[src/pkg/jtp_consts.svh]
// Purpose: shared constants of the scan port link and its two ends
// Assumes: included by the package and both end modules
// Notes: counts are in ref_clk cycles at 40 MHz
// Summary of operation
// - sample test inputs on rising test clock
// - change outputs only on falling test clock
// - controller changes mode select on falling edge
// - capture-IR loads pattern 10000001 into IR
// - shift-IR moves one bit per rising edge
// - all-ones instruction selects bypass after update
// - exit edge from shift still shifts
// - first falling edge in shift enables output
// - exit1 falling edge floats output; idle elsewhere
// - update-IR falling edge latches new instruction
// - bypass captures zero leaving capture-DR
// - bypass delays data by one stage
// - update-DR falling edge loads parallel output
// - controller drops mode select to leave reset
// - controller raises mode select on last shift
// - three high edges after update return to reset
`ifndef JTP_CONSTS_SVH
`define JTP_CONSTS_SVH
`define JTP_IR_W 8
`define JTP_IR_CAPTURE 8'h81
`define JTP_IR_BYPASS 8'hff
`define JTP_DR_W 8
`define JTP_REF_NS 25
`define JTP_TCK_NS 200
`define JTP_TCK_HALF (`JTP_TCK_NS / (2 * `JTP_REF_NS))
`define JTP_RESET_STEPS 5
`define JTP_BUF_DEPTH 2
`endif

[src/pkg/jtp_pkg.sv]
// Purpose: types shared by both ends of the scan port link
// Assumes: jtp_consts.svh holds the numbers
// Notes: controller states are one-hot
package jtp_pkg;
`include "jtp_consts.svh"
    // sixteen controller states, one-hot
    typedef enum logic [15:0] {
        ST_TLR = 16'h0001,
        ST_RTI = 16'h0002,
        ST_SELDR = 16'h0004,
        ST_CAPDR = 16'h0008,
        ST_SHDR = 16'h0010,
        ST_EX1DR = 16'h0020,
        ST_PAUDR = 16'h0040,
        ST_EX2DR = 16'h0080,
        ST_UPDDR = 16'h0100,
        ST_SELIR = 16'h0200,
        ST_CAPIR = 16'h0400,
        ST_SHIR = 16'h0800,
        ST_EX1IR = 16'h1000,
        ST_PAUIR = 16'h2000,
        ST_EX2IR = 16'h4000,
        ST_UPDIR = 16'h8000
    } jtp_state_e;
    // instruction word
    typedef logic [`JTP_IR_W-1:0] jtp_ir_t;
endpackage

[src/pkg/jtp_link_if.sv]
// Purpose: four-wire scan link joining controller end and device end
// Assumes: data output is a tri-state pin, resolved here from its enable
// Notes: an undriven data output reads high, as with a pull-up
`timescale 1ns/1ps
interface jtp_link_if;
    logic tck; // test clock, made by the controller end
    logic tms; // mode select
    logic tdi; // serial data toward device
    logic tdo; // device serial data value
    logic tdo_oe; // device drives tdo while high
    logic tdo_line; // resolved wire level
    // resolve the tri-state pin
    assign tdo_line = tdo_oe ? tdo : 1'b1;
    modport dev (input tck, input tms, input tdi, output tdo, output tdo_oe);
    modport host (output tck, output tms, output tdi, input tdo_line);
endinterface

[src/design/jtp_dev.sv]
// Purpose: device end of the scan port: controller, instruction and data paths
// Assumes: test clock is far slower than ref_clk and is found by sampling
// Notes: link inputs pass two flip-flops before use
//        edges act about three ref_clk cycles after the pin moves
`timescale 1ns/1ps
`include "jtp_consts.svh"
module jtp_dev
    import jtp_pkg::*;
#(
    parameter int DR_W = `JTP_DR_W
)(
    // clock and reset
    input wire logic ref_clk,
    input wire logic nrst,
    // scan link
    jtp_link_if.dev link,
    // normal-function side
    input wire logic [DR_W-1:0] nf_in,
    output logic [DR_W-1:0] nf_out,
    // status
    output jtp_ir_t ir_active,
    output jtp_state_e tap_state
);
    logic [2:0] tck_sy; // tck synchroniser plus edge history
    logic [1:0] tms_sy; // tms synchroniser
    logic [1:0] tdi_sy; // tdi synchroniser
    logic tck_rise; // rising test clock seen
    logic tck_fall; // falling test clock seen
    jtp_state_e next_state; // controller next state
    jtp_ir_t ir_sh; // instruction shift stage
    logic bypass_bit; // one-bit bypass stage
    logic [DR_W-1:0] dr_sh; // data shift stage
    logic [DR_W-1:0] nf_smp; // normal inputs caught on rising edge
    logic byp_sel; // bypass instruction active
    logic tdo_q; // data output flop
    logic tdo_en; // data output enable flop

    // link synchronisers; first stage read only by second
    always_ff @(posedge ref_clk)
    begin
        // reset levels match the idle link, so no false edge follows
        if (!nrst)
        begin
            tck_sy <= 3'h0;
            tms_sy <= 2'h3;
            tdi_sy <= 2'h0;
        end
        else
        begin
            // one stage per ref_clk cycle
            tck_sy <= {tck_sy[1:0], link.tck};
            tms_sy <= {tms_sy[0], link.tms};
            tdi_sy <= {tdi_sy[0], link.tdi};
        end
    end

    // edges from second and third stages
    // a tck level lasting under one ref_clk cycle can be missed
    assign tck_rise = tck_sy[1] & ~tck_sy[2];
    assign tck_fall = ~tck_sy[1] & tck_sy[2];
    assign byp_sel = (ir_active == `JTP_IR_BYPASS);

    // controller next state from mode select
    always_comb
    begin
        // hold unless the mode select level says otherwise
        next_state = tap_state;
        unique case (tap_state)
            ST_TLR: next_state = tms_sy[1] ? ST_TLR : ST_RTI;
            ST_RTI: next_state = tms_sy[1] ? ST_SELDR : ST_RTI;
            ST_SELDR: next_state = tms_sy[1] ? ST_SELIR : ST_CAPDR;
            ST_CAPDR: next_state = tms_sy[1] ? ST_EX1DR : ST_SHDR;
            ST_SHDR: next_state = tms_sy[1] ? ST_EX1DR : ST_SHDR;
            ST_EX1DR: next_state = tms_sy[1] ? ST_UPDDR : ST_PAUDR;
            ST_PAUDR: next_state = tms_sy[1] ? ST_EX2DR : ST_PAUDR;
            ST_EX2DR: next_state = tms_sy[1] ? ST_UPDDR : ST_SHDR;
            ST_UPDDR: next_state = tms_sy[1] ? ST_SELDR : ST_RTI;
            ST_SELIR: next_state = tms_sy[1] ? ST_TLR : ST_CAPIR;
            ST_CAPIR: next_state = tms_sy[1] ? ST_EX1IR : ST_SHIR;
            ST_SHIR: next_state = tms_sy[1] ? ST_EX1IR : ST_SHIR;
            ST_EX1IR: next_state = tms_sy[1] ? ST_UPDIR : ST_PAUIR;
            ST_PAUIR: next_state = tms_sy[1] ? ST_EX2IR : ST_PAUIR;
            ST_EX2IR: next_state = tms_sy[1] ? ST_UPDIR : ST_SHIR;
            ST_UPDIR: next_state = tms_sy[1] ? ST_SELDR : ST_RTI;
            default: next_state = ST_TLR;
        endcase
    end

    // controller advances only on rising test clock
    // the decision uses mode select as it stood at that rise
    always_ff @(posedge ref_clk)
    begin
        if (!nrst)
            tap_state <= ST_TLR;
        else if (tck_rise)
            tap_state <= next_state;
    end

    // instruction shift stage, acts on the state being left
    always_ff @(posedge ref_clk)
    begin
        if (!nrst)
            ir_sh <= `JTP_IR_CAPTURE;
        else if (tck_rise)
        begin
            // leaving capture loads the fixed pattern, shift takes tdi
            if (tap_state == ST_CAPIR)
                ir_sh <= `JTP_IR_CAPTURE;
            else if (tap_state == ST_SHIR)
                ir_sh <= {tdi_sy[1], ir_sh[`JTP_IR_W-1:1]};
        end
    end

    // active instruction; reset state selects bypass
    // changes only on a fall, so the data path never sees half an update
    always_ff @(posedge ref_clk)
    begin
        if (!nrst)
            ir_active <= `JTP_IR_BYPASS;
        else if (tck_fall && tap_state == ST_TLR)
            ir_active <= `JTP_IR_BYPASS;
        else if (tck_fall && tap_state == ST_UPDIR)
            ir_active <= ir_sh;
    end

    // normal inputs sampled on rising edge
    // the data register captures the value from the previous rise
    always_ff @(posedge ref_clk)
    begin
        if (!nrst)
            nf_smp <= '0;
        else if (tck_rise)
            nf_smp <= nf_in;
    end

    // bypass stage
    always_ff @(posedge ref_clk)
    begin
        if (!nrst)
            bypass_bit <= 1'b0;
        else if (tck_rise && byp_sel)
        begin
            // capture clears the stage, shift takes the next tdi bit
            if (tap_state == ST_CAPDR)
                bypass_bit <= 1'b0;
            else if (tap_state == ST_SHDR)
                bypass_bit <= tdi_sy[1];
        end
    end

    // data shift stage for any other instruction
    always_ff @(posedge ref_clk)
    begin
        if (!nrst)
            dr_sh <= '0;
        else if (tck_rise && !byp_sel)
        begin
            // capture takes the sampled normal inputs
            if (tap_state == ST_CAPDR)
                dr_sh <= nf_smp;
            else if (tap_state == ST_SHDR)
                dr_sh <= {tdi_sy[1], dr_sh[DR_W-1:1]};
        end
    end

    // parallel output, changed only on falling edge
    // bypass leaves the output as it was
    always_ff @(posedge ref_clk)
    begin
        if (!nrst)
            nf_out <= '0;
        else if (tck_fall && tap_state == ST_UPDDR && !byp_sel)
            nf_out <= dr_sh;
    end

    // serial output and its enable, on falling edge only
    // every fall re-decides the drive from the current state
    always_ff @(posedge ref_clk)
    begin
        if (!nrst)
        begin
            tdo_q <= 1'b0;
            tdo_en <= 1'b0;
        end
        else if (tck_fall)
        begin
            unique case (tap_state)
                ST_SHIR:
                begin
                    tdo_q <= ir_sh[0];
                    tdo_en <= 1'b1;
                end
                ST_SHDR:
                begin
                    tdo_q <= byp_sel ? bypass_bit : dr_sh[0];
                    tdo_en <= 1'b1;
                end
                // exit, pause, update and idle states float the pin
                default:
                    tdo_en <= 1'b0;
            endcase
        end
    end

    // pin drive from flops
    // the interface turns a low enable into the idle high level
    assign link.tdo = tdo_q;
    assign link.tdo_oe = tdo_en;
endmodule

[src/flat_wrapper.sv]
// flat-port wrapper written by rule: the top's interface ports become plain ports
module jtp_dev_flat import jtp_pkg::*;
#(
    parameter int DR_W = `JTP_DR_W
)
  (ref_clk, nrst, nf_in, nf_out, ir_active, tap_state, link_tck, link_tms, link_tdi, link_tdo, link_tdo_oe);
  jtp_link_if link_i ();
  input wire logic ref_clk;
  input wire logic nrst;
  input wire logic [DR_W-1:0] nf_in;
  output logic [DR_W-1:0] nf_out;
  output jtp_ir_t ir_active;
  output jtp_state_e tap_state;
  input wire logic [$bits(link_i.tck)-1:0] link_tck;
  input wire logic [$bits(link_i.tms)-1:0] link_tms;
  input wire logic [$bits(link_i.tdi)-1:0] link_tdi;
  output wire logic [$bits(link_i.tdo)-1:0] link_tdo;
  output wire logic [$bits(link_i.tdo_oe)-1:0] link_tdo_oe;
  assign link_i.tck = link_tck;
  assign link_i.tms = link_tms;
  assign link_i.tdi = link_tdi;
  assign link_tdo = link_i.tdo;
  assign link_tdo_oe = link_i.tdo_oe;
  jtp_dev #(.DR_W(DR_W)) u_core (.ref_clk(ref_clk), .nrst(nrst), .link(link_i), .nf_in(nf_in), .nf_out(nf_out), .ir_active(ir_active), .tap_state(tap_state));
endmodule
[config.mk]
export PLATFORM = sky130hd
export DESIGN_NAME = jtp_dev_flat
export DESIGN_NICKNAME = d
export VERILOG_FILES = /design/src/pkg/jtp_pkg.sv /design/src/pkg/jtp_link_if.sv /design/src/design/jtp_dev.sv /design/src/flat_wrapper.sv
export VERILOG_INCLUDE_DIRS = /design/src /design/src/pkg
export SDC_FILE = /design/constraint.sdc
export NUM_CORES = 1
export LEC_CHECK = 0
export BUFFER_PORTS_ARGS = -buffer_cell sky130_fd_sc_hd__buf_2
export CORE_UTILIZATION = 55
export DETAILED_ROUTE_END_ITERATION = 8
export GPL_TIMING_DRIVEN = 0
export MAX_ROUTING_LAYER = met4
export PLACE_DENSITY = 0.77
export SLEW_MARGIN = 10
export SYNTH_ARGS = -nofsm -noshare
export SYNTH_HDL_FRONTEND = slang
export SYNTH_SLANG_ARGS = --single-unit
[constraint.sdc]
create_clock -name ref_clk -period 2.66 [get_ports ref_clk]
set_input_delay 0.532 -clock ref_clk [delete_from_list [all_inputs] [get_ports ref_clk]]
set_output_delay 0.532 -clock ref_clk [all_outputs]
set_load 0.01 [all_outputs]
==> flow_summary.json, run 1 <==
{
  "worstSetupPathType": "reg -> reg",
  "die-height_um": 78.2,
  "ant_nets": 0,
  "rows": 27,
  "first_pass_iters": 5,
  "layout_min_cycle_time_ns": 2.52,
  "drt-wirelength-per-cell_um": 15.6,
  "synth_top_family_by_area": "simple AND/OR/NAND/NOR gates",
  "crit_required_ns": 2.90,
  "overflow": 0,
  "grt_antenna_before_repair": 0,
  "viasPerCell": 5.66,
  "ir_drop_v": 0.000349,
  "min_from": "link_tms",
  "drc": 0,
  "synthXorXnorAreaFrac": 0.0220,
  "synth.area.top_cells": "dfxtp_1 41%, mux2i_1 7.8%, nand2_1 5.1%",
  "netlist_area_um2": 3190,
  "htree_levels": 3,
  "clock_path_buffers": 2,
  "final_max_slew_viol_count": 0,
  "min-delay-path-class": "in -> reg",
  "grt_pass1_vias": 2600,
  "start_kind": "flip-flop",
  "synthDistinctLibCells": 53,
  "place_area_um2": 3510,
  "netlist_instances": 347,
  "synth.most_common_cell": "dfxtp_1",
  "synth-edff-count": 0,
  "muxShareOfSynthArea": 0.107,
  "power-per-cell-area_nw_per_um2": 547,
  "tritoncts.num_buffers": 9,
  "crit_family": "simple AND/OR/NAND/NOR gates",
  "p_sw_mw": 0.466,
  "die_area_um2": 6110,
  "drtIter0Drc": 305,
  "pwr-share-clk": 0.469,
  "die-width_um": 78.2,
  "routed_wl_um": 7510,
  "dpl.hpwl_um": 5120,
  "final_net_count": 417,
  "holdPathStages": 2,
  "pin_count": 47,
  "cts.clk_slew.worst_paths_ns": 0.07,
  "max_freq_mhz": 397,
  "synth_top_cell_by_area": "dfxtp_1",
  "rsz0062_at_grt": "no",
  "worst_slew_margin_rel": 0.468,
  "critPathMaxStageDelay_ns": 0.65,
  "crit_slowest_cell": "nor4_2",
  "yosys-top-cells-count": "66 x dfxtp_1, 43 x nand2_1, 25 x mux2i_1",
  "synth_compound_area_frac": 0.109,
  "cp_data_arrival_time_ns": 2.76,
  "finalCritPeriodShare": 0.947,
  "swShare": 0.227,
  "grt.total_usage": 0.274,
  "leakagePower_nw": 1.48,
  "vias": 2723,
  "crit_start": "u_core.tap_state[12]",
  "tritoncts": "built",
  "initial_core_util": 0.576,
  "ys_seq_area_frac": 0.414,
  "gp_congestion": 0.952,
  "synth_seq_cells": 66,
  "numPortBuffers": 46,
  "finalHoldViolCount": 0,
  "combinationalPowerShare": 0.043,
  "synth-main-ff-cell": "dfxtp_1",
  "synthAdderAreaFrac": 0,
  "synth_top_area_frac": 0.414,
  "drive_gt1_frac": 0.249,
  "cts.sinks": 66,
  "worstPathBufferInverterCount": 2,
  "syn_area_per_cell_um2": 9.20,
  "design_area_um2": 3750,
  "insertion_delay_ns": 0.36,
  "r2r_cells": 7,
  "tightest_slew_ns": 0.792,
  "status": "finished clean",
  "yosys_warnings": 0,
  "maxCapViolCount": 0,
  "cp_max_fo": 10,
  "cp_cell_sequence": "buf_6 -> nor4_2 -> and4_2 -> buf_2 -> o221ai_2 -> mux2i_1 -> nor2b_1",
  "root_buffer": "clkbuf_8",
  "seq_power_share": 0.488,
  "tns_ns": 0,
  "postCtsSetupBuffers": 0,
  "cp.depth": 7,
  "p_int_mw": 1.59,
  "r2r-start": "u_core.tap_state[12]",
  "synth_nets": 360,
  "diodes": 0,
  "core_area_um2": 5540,
  "synthSimpleGateAreaFrac": 0.288,
  "grt_start_max_net_pins": 13,
  "setup_viol_count_final": 0,
  "grt_pass1_wl_um": 12500,
  "cp-end-kind": "flip-flop",
  "area_growth_pct": 17.4,
  "postSynth.asyncResetShare": 0,
  "clock_skew_ns": 0.00715
}
==> sequential cells by signal (all words and copies together), names as in the netlist <==
| register | count |
|---|---|
| u_core.ir_sh | 8 |
| u_core.nf_out | 8 |
| u_core.link.tdo_oe | 1 |
| u_core.nf_smp | 8 |
| u_core.bypass_bit | 1 |
| u_core.dr_sh | 8 |
| u_core.ir_active | 8 |
| u_core.tap_state | 16 |
| u_core.link.tdo | 1 |
| u_core.tms_sy | 2 |
| u_core.tck_sy | 3 |
| u_core.tdi_sy | 2 |
==> kinds of logic (layout without fill, tap and decap cells) <==
group,count (synthesis),after routing
AO/OA/AOI/OAI,53,53
XOR/XNOR,8,8
buffers and inverters,31,93
flip-flops,66,66
multiplexers,33,33
AND/OR/NAND/NOR,156,156
==> cell type report <==
| cell class | count | area (um2) |
|---|---|---|
| fillers | 470 | 1790 |
| plain buffers | 28 | 180 |
| multi-input cells | 250 | 1690 |
| well taps | 72 | 90.1 |
| repair buffers | 46 | 230 |
| clock inverters | 6 | 90.1 |
| clock buffers | 10 | 138 |
| inverters | 3 | 11.3 |
| flip-flops and latches | 66 | 1320 |
==> final timing paths <==
path | end | slack, ns
hold / removal | u_core.tms_sy[0] | 0.35
setup / recovery | u_core.dr_sh[6] | 0.14
hold reg to reg | u_core.tms_sy[1] | 0.41
setup reg to reg | u_core.dr_sh[6] | 0.14
==> power by group through the flow <==
| stage | combinational, mW | sequential [mW] | clock (mW) |
|---|---|---|---|
| 2_1_floorplan | 0.0567 | 1.02 | 0 |
| 3_3_place_gp | 0.0859 | 1.02 | 0 |
| 3_5_place_dp | 0.0859 | 1.02 | 0 |
| 4_1_cts | 0.0864 | 1.00 | 0.970 |
| 5_1_grt | 0.0947 | 1.00 | 1.03 |
| 6_report | 0.0875 | 1.00 | 0.963 |
==> per-stage QoR <==
| stage | setup WS (ns) | util | power (mW) | std cells | hold slack, ns |
|---|---|---|---|---|---|
| floorplan | 0.598 | - | 1.08 | 347 | 0.386 |
| global placement | 0.241 | 0.634 | 1.11 | 465 | 0.390 |
| detailed placement | 0.195 | 0.634 | 1.11 | 465 | 0.397 |
| CTS | 0.0921 | 0.675 | 2.06 | 481 | 0.350 |
| global route | 0.0453 | 0.677 | 2.12 | 481 | 0.349 |
| finish | 0.140 | 0.677 | 2.05 | 481 | 0.351 |
==> cell usage in the layout (no fill, tap or decap), types with 7 or more instances in the layout <==
| cell | count |
|---|---|
| mux2i_1 | 25 |
| a21oi_1 | 16 |
| o21ai_0 | 11 |
| mux2_2 | 8 |
| clkbuf_1 | 9 |
| nand4_1 | 9 |
| and2_1 | 10 |
| nor2_1 | 19 |
| dfxtp_1 | 66 |
| clkbuf_8 | 10 |
| nand2_1 | 43 |
| buf_6 | 7 |
| nor2b_1 | 20 |
| a21boi_0 | 12 |
| nand3_1 | 10 |
| buf_2 | 50 |
==> metal layers <==
layer	share of wire	wire length [um]	track usage	vias to the layer above
li1	-	-	-	1335
met1	0.47	3510	0.359	1262
met2	0.44	3290	0.403	113
met3	0.079	590	0.0802	13
met4	0.015	114	0.0944	0
met5	0	0	-	-
==> timing repair <==
| item | in CTS | in global routing |
|---|---|---|
| setup endpoints to repair | 0 | 3 |
| resized for setup | 0 | 1 |
| hold buffers | 0 | 0 |
Note: power is estimated with default switching activity, not from simulation.
==> inputs of run 2 (changes only) <==
--- a/config.mk
+++ b/config.mk
@@ -7,11 +7,11 @@
 export NUM_CORES = 1
 export LEC_CHECK = 0
 export BUFFER_PORTS_ARGS = -buffer_cell sky130_fd_sc_hd__buf_2
-export CORE_UTILIZATION = 55
+export CORE_UTILIZATION = 50
 export DETAILED_ROUTE_END_ITERATION = 8
 export GPL_TIMING_DRIVEN = 0
 export MAX_ROUTING_LAYER = met4
-export PLACE_DENSITY = 0.77
+export PLACE_DENSITY = 0.71
 export SLEW_MARGIN = 10
 export SYNTH_ARGS = -nofsm -noshare
 export SYNTH_HDL_FRONTEND = slang
==> flow_summary.json, run 2 (same netlist as run 1, synthesis figures left out) <==
{
  "status": "finished clean",
  "drc": 0,
  "initial_core_util": 0.530,
  "place_area_um2": 3520,
  "grt_antenna_before_repair": 0,
  "drive_gt1_frac": 0.249,
  "clock_path_buffers": 2,
  "numPortBuffers": 46,
  "first_pass_iters": 4,
  "max_freq_mhz": 401,
  "grt_start_max_net_pins": 13,
  "nFillCells": 541,
  "die-height_um": 81.9,
  "largest_register_ff_count": 16,
  "final_net_count": 417,
  "htree_levels": 3,
  "setup_viol_count_final": 0,
  "ir_drop_v": 0.000370,
  "grt_pass1_wl_um": 12200,
  "min-delay-path-class": "in -> reg",
  "start_kind": "flip-flop",
  "cp_data_arrival_time_ns": 2.72,
  "drt-wirelength-per-cell_um": 16.1,
  "layout_common_cells": "66 x dfxtp_1, 50 x buf_2, 43 x nand2_1, 25 x mux2i_1, 20 x nor2b_1",
  "routed_wl_um": 7810,
  "viasPerCell": 5.66,
  "root_buffer": "clkbuf_8",
  "die_area_um2": 6710,
  "dpl.hpwl_um": 5230,
  "final_common_cell": "dfxtp_1",
  "core_area_um2": 6030,
  "cp-end-kind": "flip-flop",
  "overflow": 0,
  "crit_required_ns": 2.89,
  "clock_skew_ns": 0.00790,
  "use_met3": 0.0600,
  "worst_slew_margin_rel": 0.460,
  "cts.clk_slew.worst_paths_ns": 0.08,
  "grt.total_usage": 0.255,
  "insertion_delay_ns": 0.34,
  "finalCritPeriodShare": 0.938,
  "cp_max_fo": 10,
  "grt_use_met2": 0.377,
  "maxCapViolCount": 0,
  "cts.sinks": 66,
  "finalHoldViolCount": 0,
  "tightest_slew_ns": 0.804,
  "vias": 2739,
  "area_growth_pct": 18.3,
  "rsz0062_at_grt": "no",
  "worstSetupPathType": "reg -> reg",
  "tns_ns": 0,
  "tritoncts.num_buffers": 9,
  "layout_min_cycle_time_ns": 2.49,
  "ant_nets": 0,
  "gp_congestion": 0.931,
  "tritoncts": "built",
  "grt_pass1_vias": 2483,
  "diodes": 0,
  "regMostFlops": "u_core.tap_state",
  "design_area_um2": 3770,
  "die-width_um": 81.9,
  "use_met1": 0.323,
  "final_max_slew_viol_count": 0,
  "drtIter0Drc": 167,
  "grt-busiest-layer": "met2",
  "rows": 28,
  "power-per-cell-area_nw_per_um2": 562,
  "pin_count": 47,
  "hold_buffers": 0,
  "leakagePower_nw": 1.50
}
-- run 2: cell count changes in the layout (fill, tap and decap cells not counted), sizes merged --
cell	previous run	this run
clkinvlp	1	0
clkbuf	21	20
bufinv	2	3
clkinv	3	4
-- run 2: through the flow --
stage	cells	power, mW	setup slack [ns]	utilization	hold WS [ns]
6_report	484	2.12	0.166	0.626	0.368
5_1_grt	484	2.19	0.0692	0.626	0.362
4_1_cts	484	2.12	0.0218	0.624	0.362
3_5_place_dp	468	1.11	0.0993	0.583	0.391
3_3_place_gp	468	1.11	0.180	0.583	0.388
2_1_floorplan	347	1.08	0.598	-	0.386
-- run 2: routing by layer --
layer	part of all wire	routed length [um]
met2	0.45	3520
met5	0	0
met3	0.061	473
met1	0.47	3650
met4	0.021	161
-- run 2: final cells by class --
| type | instances | area [um2] | area share |
|---|---|---|---|
| clock buffers | 9 | 124 | 0.0328 |
| plain buffers | 28 | 180 | 0.0477 |
| multi-input cells | 250 | 1700 | 0.449 |
| well taps | 75 | 93.8 | 0.0249 |
| repair buffers | 46 | 230 | 0.0610 |
| clock inverters | 7 | 118 | 0.0312 |
| flip-flops and latches | 66 | 1320 | 0.350 |
| inverters | 3 | 11.3 | 0.00298 |
-- run 2: final timing paths --
check,startpoint,to,slack [ns],depth (start not counted)
setup / recovery,u_core.tap_state[4],u_core.dr_sh[6],0.17,7
hold / removal,link_tms,u_core.tms_sy[0],0.37,2
setup reg to reg,u_core.tap_state[4],u_core.dr_sh[6],0.17,7
hold reg to reg,u_core.tms_sy[0],u_core.tms_sy[1],0.41,1
-- run 2: power by group --
group | switching (mW) | internal (mW) | leakage (nW) | total [mW]
Sequential | 0.00497 | 0.997 | 0.534 | 1.00
Clock | 0.407 | 0.622 | 0.123 | 1.03
Combinational | 0.0541 | 0.0350 | 0.843 | 0.0891
Total | 0.466 | 1.65 | 1.50 | 2.12
-- run 2: what timing repair did --
item / CTS / global route
gates resized for setup: 0 / 2
setup buffers: 0 / 0
endpoints found under the setup margin: 0 / 8
hold endpoints to repair: 0 / 0
-- run 2: critical path, stage by stage (launching register included) --
cell and delay (ns):
dfxtp_1 0.32, buf_6 0.13, nor4_4 0.61, and4_2 0.33
buf_2 0.27, o221ai_2 0.33, mux2i_1 0.30, nor2b_1 0.08
